## config.mk

```make
export PLATFORM = sky130hd
export DESIGN_NAME = dual_8bit_event_timer
export DESIGN_NICKNAME = d
export VERILOG_FILES = /design/src/inc/timer_pkg.sv /design/src/rtl/dual_8bit_event_timer.sv
export VERILOG_INCLUDE_DIRS = /design/src /design/src/inc
export SDC_FILE = /design/constraint.sdc
export NUM_CORES = 1
export LEC_CHECK = 0
export ABC_AREA = 1
export BUFFER_PORTS_ARGS = -buffer_cell sky130_fd_sc_hd__buf_2
export CORE_MARGIN = 2
export CORE_UTILIZATION = 57
export CTS_CLUSTER_DIAMETER = 200
export DETAILED_ROUTE_END_ITERATION = 10
export PLACE_DENSITY = 0.72
export SLEW_MARGIN = 20
export SYNTH_ARGS = -nofsm -noshare
export SYNTH_HDL_FRONTEND = slang
export SYNTH_SLANG_ARGS = --single-unit
```

## constraint.sdc

```tcl
create_clock -name clk -period 9.65 [get_ports clk]
set_input_delay 1.93 -clock clk [delete_from_list [all_inputs] [get_ports clk]]
set_output_delay 1.93 -clock clk [all_outputs]
set_load 0.03 [all_outputs]
```

## src/inc/timer_params.svh

```systemverilog
// Offsets, field positions, reset values and clock-select codes of the dual timer.
// Assumes an 8-bit register port with a 4-bit word address.
`ifndef TIMER_PARAMS_SVH
`define TIMER_PARAMS_SVH

// Register word addresses
`define ADDR_CLK_SEL      4'h0
`define ADDR_COMPARE_ONE  4'h1
`define ADDR_COMPARE_TWO  4'h2
`define ADDR_OUT_CTRL     4'h3
`define ADDR_OSC_MODE     4'h4
`define ADDR_COUNT_ONE    4'h5
`define ADDR_COUNT_TWO    4'h6
`define ADDR_IRQ_STATUS   4'h7
`define ADDR_IRQ_MASK     4'h8
`define ADDR_RUN_CTRL     4'h9

// Clock-select field positions: channel one low nibble, channel two high nibble
`define SEL_ONE_LSB       0
`define SEL_TWO_LSB       4

// Output control field positions within one channel nibble
`define OCR_CH_STRIDE     4
`define OCR_WAVE_EN       0
`define OCR_INVERT_EN     1
`define OCR_FF_CLEAR      2
`define OCR_FF_SET        3

// Clock-select codes
`define SEL_EXT_FALL      4'h0
`define SEL_EXT_RISE      4'h1
`define SEL_INT_FIRST     4'h6
`define SEL_INT_LAST      4'hE
`define SEL_INT_TOP       4'hF
`define SEL_INT_BASE      4'h5
`define SEL_TOP_SHIFT     4'hB

// Prescaler width covers the largest divisor of 2^12
`define PRESC_W           12

// Reset values
`define RST_BYTE          8'h00
`define RST_SEL           4'h0
`define RST_OSC_MODE      1'b0
`define RST_BIT           1'b0
`define RST_PRESC         12'h000
`endif

```

## src/inc/timer_pkg.sv

```systemverilog
// Types shared by the dual 8-bit timer.
// Assumes the constants header is on the include path.
`default_nettype none
package timer_pkg;
  `include "timer_params.svh"

  // Register port request from the bus master
  typedef struct packed {
    logic [3:0] addr;
    logic [7:0] wdata;
    logic       wr;
    logic       rd;
  } bus_req_t;

  // State of one timer channel
  typedef struct packed {
    logic [7:0] count;
    logic [7:0] compare;
    logic [3:0] sel;
    logic       ff;
    logic       invert_en;
    logic       wave_en;
    logic       run;
    logic [2:0] sync;
  } chan_t;

  // Whole block state
  typedef struct packed {
    chan_t [1:0]           ch;
    logic [`PRESC_W-1:0]   presc;
    logic                  osc_mode;
    logic [1:0]            status;
    logic [1:0]            mask;
    logic [7:0]            rdata;
    logic                  irq;
  } state_t;
endpackage
`default_nettype wire

```

## src/rtl/dual_8bit_event_timer.sv

```systemverilog
// Two independent 8-bit timer/event counters with compare clear and square-wave output.
// Assumes clk is the main oscillator, event pins are asynchronous, registers on a plain port.
//
// Summary of operation
// - Codes 0000 and 0001 count edges of the channel's external event input; other unlisted codes do not count.
// - Codes 0110 to 1110 divide the oscillator by 2^1 to 2^9, 1111 by 2^11, doubled when the mode bit is 0.
// - Each channel compares against an 8-bit value N, giving a period of N+1 count clocks.
// - Event pin one feeds counter one and event pin two feeds counter two.
// - Each valid event edge increments the counter, with rising or falling chosen by the select code.
// - When a counter equals its compare value it clears to zero and raises its interrupt request.
// - With the channel output and inversion both enabled the output flip-flop inverts at every compare match.
// - Square-wave half periods run from one to 2^8 count clocks in steps of one count clock.
// - Counter one takes its clock select from bits 0 to 3 and counter two from bits 4 to 7.
// - After a compare match counting continues and a request is raised every period.
// - Writing 10 sets the output flip-flop, 01 clears it, 00 leaves it, 11 is ignored, both read as 0.
//
// The register offsets and strobed register access were chosen for this implementation.
`timescale 1ns/1ns
`default_nettype none
`include "timer_params.svh"
module dual_8bit_event_timer
  import timer_pkg::*;
(
  input  wire logic     clk,
  input  wire logic     rst_n,
  input  wire bus_req_t bus_req,
  input  wire logic     event_in_one,
  input  wire logic     event_in_two,
  output logic [7:0]    rdata,
  output logic          irq,
  output logic          wave_out_one,
  output logic          wave_oe_one,
  output logic          wave_out_two,
  output logic          wave_oe_two
);

  state_t cur_reg;
  state_t cur_next;

  // Prescaler exponent for an internal select code, or zero when the code is not internal
  function automatic logic [3:0] div_shift(input logic [3:0] sel, input logic mode);
    logic [3:0] k;
    k = 4'h0;
    if (sel >= `SEL_INT_FIRST && sel <= `SEL_INT_LAST) begin
      k = sel - `SEL_INT_BASE;
    end else if (sel == `SEL_INT_TOP) begin
      k = `SEL_TOP_SHIFT;
    end
    if (k != 4'h0 && !mode) begin
      k = k + 4'h1;
    end
    return k;
  endfunction

  // One-cycle tick every 2^k oscillator cycles from the free-running prescaler
  function automatic logic presc_tick(input logic [3:0] k,
                                      input logic [`PRESC_W-1:0] presc);
    logic [`PRESC_W-1:0] m;
    m = (`PRESC_W'(1) << k) - `PRESC_W'(1);
    return (k != 4'h0) && ((presc & m) == m);
  endfunction

  // Count clock of one channel: prescaler tick or a valid edge of its event pin
  function automatic logic count_tick(input chan_t c, input logic mode,
                                      input logic [`PRESC_W-1:0] presc);
    logic rise;
    logic fall;
    rise = c.sync[1] & ~c.sync[2];
    fall = ~c.sync[1] & c.sync[2];
    case (c.sel)
      `SEL_EXT_FALL: count_tick = fall;
      `SEL_EXT_RISE: count_tick = rise;
      default:       count_tick = presc_tick(div_shift(c.sel, mode), presc);
    endcase
  endfunction

  // Readback of a register word
  function automatic logic [7:0] read_word(input state_t s, input logic [3:0] a);
    case (a)
      `ADDR_CLK_SEL:     read_word = {s.ch[1].sel, s.ch[0].sel};
      `ADDR_COMPARE_ONE: read_word = s.ch[0].compare;
      `ADDR_COMPARE_TWO: read_word = s.ch[1].compare;
      // Set and clear bits always read back as zero
      `ADDR_OUT_CTRL:    read_word = {2'b00, s.ch[1].invert_en, s.ch[1].wave_en,
                                      2'b00, s.ch[0].invert_en, s.ch[0].wave_en};
      `ADDR_OSC_MODE:    read_word = {7'h00, s.osc_mode};
      `ADDR_COUNT_ONE:   read_word = s.ch[0].count;
      `ADDR_COUNT_TWO:   read_word = s.ch[1].count;
      `ADDR_IRQ_STATUS:  read_word = {6'h00, s.status};
      `ADDR_IRQ_MASK:    read_word = {6'h00, s.mask};
      `ADDR_RUN_CTRL:    read_word = {6'h00, s.ch[1].run, s.ch[0].run};
      default:           read_word = 8'h00;
    endcase
  endfunction

  // Next-state logic for the whole block
  always_comb begin
    logic [1:0] hit;
    logic [1:0] w1c;
    logic [3:0] nib;
    logic       ev;
    cur_next = cur_reg;
    hit = 2'b00;
    w1c = 2'b00;
    nib = 4'h0;
    ev = 1'b0;

    // Free-running divider of the main oscillator
    cur_next.presc = cur_reg.presc + `PRESC_W'(1);

    for (int i = 0; i < 2; i++) begin
      // Two-stage synchroniser plus one history stage for edge detection
      ev = (i == 0) ? event_in_one : event_in_two;
      cur_next.ch[i].sync = {cur_reg.ch[i].sync[1:0], ev};

      // Count, clear on match and keep running
      if (cur_reg.ch[i].run &&
          count_tick(cur_reg.ch[i], cur_reg.osc_mode, cur_reg.presc)) begin
        if (cur_reg.ch[i].count == cur_reg.ch[i].compare) begin
          cur_next.ch[i].count = 8'h00;
          hit[i] = 1'b1;
          if (cur_reg.ch[i].wave_en && cur_reg.ch[i].invert_en) begin
            cur_next.ch[i].ff = ~cur_reg.ch[i].ff;
          end
        end else begin
          cur_next.ch[i].count = cur_reg.ch[i].count + 8'h01;
        end
      end
    end

    // Register writes; a direct set or clear of the flip-flop wins over a toggle
    if (bus_req.wr) begin
      case (bus_req.addr)
        `ADDR_CLK_SEL: begin
          cur_next.ch[0].sel = bus_req.wdata[`SEL_ONE_LSB +: 4];
          cur_next.ch[1].sel = bus_req.wdata[`SEL_TWO_LSB +: 4];
        end
        `ADDR_COMPARE_ONE: cur_next.ch[0].compare = bus_req.wdata;
        `ADDR_COMPARE_TWO: cur_next.ch[1].compare = bus_req.wdata;
        `ADDR_OUT_CTRL: begin
          for (int i = 0; i < 2; i++) begin
            nib = bus_req.wdata[i*`OCR_CH_STRIDE +: 4];
            cur_next.ch[i].wave_en = nib[`OCR_WAVE_EN];
            cur_next.ch[i].invert_en = nib[`OCR_INVERT_EN];
            if (nib[`OCR_FF_SET] && !nib[`OCR_FF_CLEAR]) begin
              cur_next.ch[i].ff = 1'b1;
            end else if (!nib[`OCR_FF_SET] && nib[`OCR_FF_CLEAR]) begin
              cur_next.ch[i].ff = 1'b0;
            end
          end
        end
        `ADDR_OSC_MODE:   cur_next.osc_mode = bus_req.wdata[0];
        `ADDR_IRQ_STATUS: w1c = bus_req.wdata[1:0];
        `ADDR_IRQ_MASK:   cur_next.mask = bus_req.wdata[1:0];
        `ADDR_RUN_CTRL: begin
          cur_next.ch[0].run = bus_req.wdata[0];
          cur_next.ch[1].run = bus_req.wdata[1];
        end
        default: ;
      endcase
    end

    // Sticky match flags: a new match wins over a clear in the same cycle
    cur_next.status = (cur_reg.status & ~w1c) | hit;
    cur_next.irq = |(cur_next.status & cur_next.mask);

    // Read data stands only in the cycle after the read strobe
    cur_next.rdata = bus_req.rd ? read_word(cur_reg, bus_req.addr) : 8'h00;
  end

  // State register with asynchronous reset to constants
  always_ff @(posedge clk or negedge rst_n) begin
    if (!rst_n) begin
      for (int i = 0; i < 2; i++) begin
        cur_reg.ch[i].count <= `RST_BYTE;
        cur_reg.ch[i].compare <= `RST_BYTE;
        cur_reg.ch[i].sel <= `RST_SEL;
        cur_reg.ch[i].ff <= `RST_BIT;
        cur_reg.ch[i].invert_en <= `RST_BIT;
        cur_reg.ch[i].wave_en <= `RST_BIT;
        cur_reg.ch[i].run <= `RST_BIT;
        cur_reg.ch[i].sync <= 3'b000;
      end
      cur_reg.presc <= `RST_PRESC;
      cur_reg.osc_mode <= `RST_OSC_MODE;
      cur_reg.status <= 2'b00;
      cur_reg.mask <= 2'b00;
      cur_reg.rdata <= `RST_BYTE;
      cur_reg.irq <= `RST_BIT;
    end else begin
      cur_reg <= cur_next;
    end
  end

  // Outputs come straight from state flip-flops
  assign rdata = cur_reg.rdata;
  assign irq = cur_reg.irq;
  assign wave_out_one = cur_reg.ch[0].ff;
  assign wave_oe_one = cur_reg.ch[0].wave_en;
  assign wave_out_two = cur_reg.ch[1].ff;
  assign wave_oe_two = cur_reg.ch[1].wave_en;

endmodule
`default_nettype wire

```

# --- Word-level counts from Yosys, hierarchy flattened ---
# Index checks and enable logic that the tools add are counted.
totals:
  ff_bits: 80
  in_bits: 18
  output_inout_bits: 13
  wordCells: 145
classes:
  add_sub_neg: 9
  magnitude_cmp: 4
  n_eq_ne: 17
  shift: 2
  mux: 40
  bitwise_logic: 16
  reduce_logical: 35
ops:
  columns: ["op", "n"]
  rows:
  - ["one-hot mux 8 bit (10 select lines)", 1]
  - ["2-to-1 mux 4 bit", 12]
  - ["AND 12 bit", 2]
  - ["equality test 12 bit", 2]
  - ["2-to-1 mux 8 bit", 3]
  - ["<< shifter 1 x 4 -> 12 bit (first input constant)", 2]
  - ["subtractor 12 x 2 -> 12 bit (second input constant)", 2]
  - ["adder 8 x 1 -> 8 bit (second input constant)", 2]
  - ["equality test 4 x 3 -> 1 bit (second input constant)", 4]
  - ["equality test 4 bit (second input constant)", 4]
  - ["equality test 8 bit", 2]
  - ["2-to-1 mux 1 bit", 16]
  - ["nonzero test 4 bit", 4]
  - ["logical AND 1 bit", 14]
  - ["adder 12 x 1 -> 12 bit (second input constant)", 1]
  - ["equality test 4 x 1 -> 1 bit (second input constant)", 3]
  - ["zero test 4 bit", 3]
  - ["AND reduction 2 bit", 6]
  - ["adder 4 x 1 -> 4 bit (second input constant)", 2]
  - ["equality test 4 x 2 -> 1 bit (second input constant)", 2]
  - [">= comparator 4 x 3 -> 1 bit (second input constant)", 2]
  - ["less-or-equal comparator 4 bit (second input constant)", 2]
  - ["2-to-1 mux 2 bit", 4]
  - ["subtractor 4 x 3 -> 4 bit (second input constant)", 2]
  - ["other kinds (9)", 26]

# --- Longest topological paths before layout ---
logic_depth:
  word_depth: 20
  ltp_mapped: 34
  ltp_nobuf: 33

# --- Least setup slack after synthesis ---
# Ideal clock, no wire load.
synth_path:
  kind: "reg2reg"
  start: "register cur_reg[33] in the netlist's numbering"
  end: "register cur_reg[48] in the netlist's numbering"
  setup_time_ps: 120
  arrival_ps: 3281
  required_time_ps: 9530
  setup_slack_ps: 6249
  path_stages_with_launch: 33
  n_path_buf: 2
  synth_period_minus_slack_ps: 3401
  cell_sequence: "dfrtp_1 -> inv_1 -> ha_1 -> inv_1 -> nand2_2 -> nand2_4 -> inv_4 -> nand2_4 -> nand2_4 -> o21ai_2 -> inv_2 -> ha_1 -> nand4_4 -> nand2_4 -> nand2_1 -> o21ai_4 -> nor2_4 -> nand2_1 -> ha_1 -> clkbuf_1 -> nand4_1 -> nand2_1 -> inv_1 -> nand2_1 -> nand2_1 -> nor2_1 -> nand2_1 -> nand2_2 -> nand2_4 -> inv_6 -> buf_12 -> nand2_2 -> o21ai_2"
synth_via:
  elab_chain_len: 15
  elab_cells_between_ends: 23
  cone_classes: "3 x add/sub; 2 x order compare; 3 x eq/ne; 1 x shift; 6 x mux; 1 x bitwise; 7 x reduce/logical"
synth_lines:
  columns: ["item", "line", "text"]
  rows:
  - ["start: declaration", "dual_8bit_event_timer.sv:37", "state_t cur_reg;"]
  - ["start signal: assignment", "dual_8bit_event_timer.sv:191", "cur_reg <= cur_next;"]
  - ["branches (longest 13 deep; another with subtractor 12 x 2 -> 12 bit)", null, null]
  - ["one-hot mux 1 bit (2 select lines) (*)", "dual_8bit_event_timer.sv:70", "case (c.sel)"]
  - ["logical AND 1 bit (*)", "dual_8bit_event_timer.sv:117", "if (cur_reg.ch[i].run &&"]
# Every way passes the cells marked *. The select of a mux whose other input is x is not followed.
# A chain may end at the register's enable or synchronous reset.

# --- Final worst setup path ---
layout_path:
  start: "register cur_reg[33] in the netlist's numbering"
  end: "register cur_reg[51] in the netlist's numbering"
# Same word-level chain as after synthesis.

==> summary.md <==
| Metric | Value |
|---|---|
| Fraction of layout instances using a drive strength above 1 | `17.3%` |
| Area growth from synthesis to layout | `6.10%` |
| Worst skew pair latency | `360 ps` |
| Top delay family on crit path | `simple AND/OR/NAND/NOR gates` |
| Placeable core region | `9770 um^2` |
| Number of warnings issued by yosys | `0` |
| Initial drt markers | `approximately 380` |
| P per Cell Area | `approximately 240 nW/um^2` |
| Share of the yosys chip area belonging to registers | `34.8%` |
| Required time at the endpoint of the critical path | `9930 ps` |
| Reported leakage power | `3.11 nW` |
| GRT Resource Usage Total | `25.8%` |
| Final Critical Period | `~3900 ps` |
| Cell repeated most along the worst path | `nand2_4` |
| Top library cells by usage in the layout, fill and taps aside | `185 x nand2_1, 103 x inv_1, 80 x dfrtp_1, 68 x nand3_1, 56 x nor2_1` |
| Avg Cell Area, Syn | `7.55 um^2` |
| Transition time of the tightest slew-check pin | `748 ps` |
| Largest net degree at the start of global routing | `81` |
| Final max-slew violation count | `0` |
| Final global-route overflow total | `0` |
| Hold bufs inserted after CTS | `0` |
| Sequential cell area | `between 2000 and 2500 um^2` |
| Die Outline Area | `roughly 11000 um^2` |
| Area used by multi-input combinational logic | `3140 um^2` |
| Final Total Pwr | `0.00149 W` |
| Post-Layout Inst Area | `a little over 6000 um^2` |
| Wire length of the first global-routing pass | `about 23000 um` |
| Final estimated routing congestion in global placement | `0.923` |
| Share of the clock period used by the worst path after layout | `about two fifths` |
| Number of filler cells placed in the layout | `900` |
| Detail-routed via count per cell | `5.41` |
| Crit-path max FO | `16` |
| Total via count after detailed routing | `4969` |
| Final antenna diode count | `0` |
| Post-synth EDFFs | `0` |
| Critical Path Sink Type | `register` |
| Number of clock sinks | `80` |
| Mapped Nets | `796` |
| Port buffer count | `30` |
| Crit path arrival time | `4150 ps` |
| CTS clock-pin slew for the worst setup and hold paths | `roughly 100 ps` |
| Crit start category | `register` |
| Cell Area, Synth | `5750 um^2` |
| Quantity of gates resized following cts | `0` |
| Setup tns final | `0 ps` |
| Htree depth | `3` |
| Synth async-reset ratio | `100%` |
| Slowest cell on crit path | `dfrtp_1` |
| Vert. Die Dim | `104 um` |
| Endpoints failing hold | `0` |
| HPWL reported at the end of detailed placement | `10600 um` |
| WL/cell | `~15 um` |
| Final routed wirelength across all metal layers | `13700 um` |
| Top FF cell, synth | `dfrtp_1` |
| Number of standard cells after synthesis | `761` |
| Post-route DRC | `0` |
| Total placed instance area | `5910 um^2` |
| Drt pass-1 iters | `5` |
| Unrepaired setup endpoints after global routing | `no` |
| Via count of the first global-routing pass | `4697` |
| Initial antenna violation count | `0` |
| CTS tree | `built` |
| Rows | `36` |
| Top achievable clock speed | `258 MHz` |
| Die extent in x | `104 um` |
| Count of endpoints failing setup in the final report | `0` |
| Worst slew margin | `50.1%` |
| Worst Path Buf+Inv | `6` |
| Remaining antenna violation count after routing | `0` |
| Flop and latch count out of synthesis | `80` |
| Hold Path Class | `register to register` |
| Max Root-Sink Buffers | `2` |
| Most common cell after layout, fill and taps aside | `nand2_1` |
| Max-capacitance violation count | `0` |
| Final worst clock skew | `21.7 ps` |
| Effective utilization at floorplan | `58.8%` |
| Run status | `finished clean` |
| Number of buffers created by CTS | `9` |
| Buffers inserted by post-CTS timing repair | `0` |
| Number of top-level pins | `31` |
| Number of nets in the layout | `817` |
| Worst supply voltage drop on vdd | `0.000146 V` |
| Pre-CTS setup slack | `just under 6000 ps` |
| Category of the critical setup timing path | `register to register` |
| Final worst-path setup slack | `slightly below 6000 ps` |
| Root cell of the clock tree | `clkbuf_8` |
| Flip-flop count of the largest register after layout | `between 60 and 70` |
| Slowest Stage Delay on Critical Path | `510 ps` |
| Number of unique standard cell types used by synthesis | `51` |
[path summary, 6_finish.rpt]
kind	startpoint	to	slack, ps	depth (start not counted)
max in group asynchronous	rst_n	cur_reg[22]	7520	1
worst max-delay path	cur_reg[33]	cur_reg[51]	5780	30
worst max register to register	cur_reg[33]	cur_reg[51]	5780	30
worst min register to register	cur_next[54]	cur_next[55]	360	0
min in group asynchronous	rst_n	cur_reg[76]	1590	1
worst min-delay path	cur_next[54]	cur_next[55]	360	0
[layout make-up]
| type | instances | share of cell area, % |
|---|---|---|
| clock buffer | 10 | 2.09 |
| clock inverter | 5 | 0.944 |
| inverter | 115 | 7.29 |
| multi-input combinational | 546 | 51.5 |
| sequential | 80 | 32.8 |
| tap | 133 | 2.73 |
| timing repair buffer | 30 | 2.57 |
[cells in the mapped netlist, types with 3 or more instances]
| library cell | instances | area share, % |
|---|---|---|
| nor3_1 | 4 | 0.35 |
| nand4_1 | 13 | 1.4 |
| o21ai_2 | 18 | 2.7 |
| nand2_4 | 14 | 2.7 |
| ha_1 | 17 | 3.7 |
| o31ai_1 | 3 | 0.39 |
| o22ai_1 | 4 | 0.44 |
| dfrtp_1 | 80 | 35 |
| a21oi_1 | 9 | 0.78 |
| o21ai_0 | 46 | 4.0 |
| inv_1 | 103 | 6.7 |
| xnor2_1 | 4 | 0.61 |
| o221ai_1 | 5 | 0.76 |
| nand2_2 | 23 | 2.5 |
| inv_2 | 7 | 0.46 |
| clkbuf_1 | 6 | 0.39 |
| nand3_2 | 3 | 0.52 |
| buf_4 | 9 | 1.2 |
| a211oi_1 | 4 | 0.52 |
| nand3_1 | 68 | 5.9 |
| nor2_4 | 7 | 1.4 |
| nor4_1 | 4 | 0.44 |
| nor2_1 | 56 | 3.7 |
| xor2_1 | 28 | 4.3 |
| nor2_2 | 8 | 0.87 |
| nand2_1 | 185 | 12 |
[where the power goes]
group / switching (W) / internal (W) / leakage, nW
combinational: 0.000521 / 0.000275 / 1.98
sequential: 0.0000606 / 0.000387 / 1.03
clock: 0.000129 / 0.000119 / 0.0965
total: 0.000711 / 0.000781 / 3.11
[per-layer routing]
| metal | wire [um] | part of all wire [%] | vias up | global-route usage (%) |
|---|---|---|---|---|
| met1 | 6080 | 45 | 2338 | 35.3 |
| met4 | 233 | 1.7 | 0 | 8.20 |
| li1 | - | - | 2482 | - |
| met3 | 641 | 4.7 | 19 | 3.57 |
| met2 | 6710 | 49 | 130 | 42.4 |
| met5 | 0 | 0 | - | 0 |
[stage by stage]
step	utilization, %	hold slack, ps	instances
floorplan	-	331	761
CTS	62.3	363	919
detailed placement	60.4	340	904
global route	62.4	365	919
finish	62.4	361	919
global placement	60.4	336	904
[cells by family (layout without fill, tap and decap cells)]
| logic type | after synthesis | count (layout) | share of synthesized area, % |
|---|---|---|---|
| xor+xnor | 33 | 33 | 5.16 |
| fa+ha+maj | 17 | 17 | 3.70 |
| buf+inv | 135 | 160 | 10.5 |
| flops | 80 | 80 | 34.8 |
| simple gates | 396 | 396 | 34.1 |
| compound gates | 100 | 100 | 11.7 |
No activity file was read; power rests on OpenSTA's default activity.
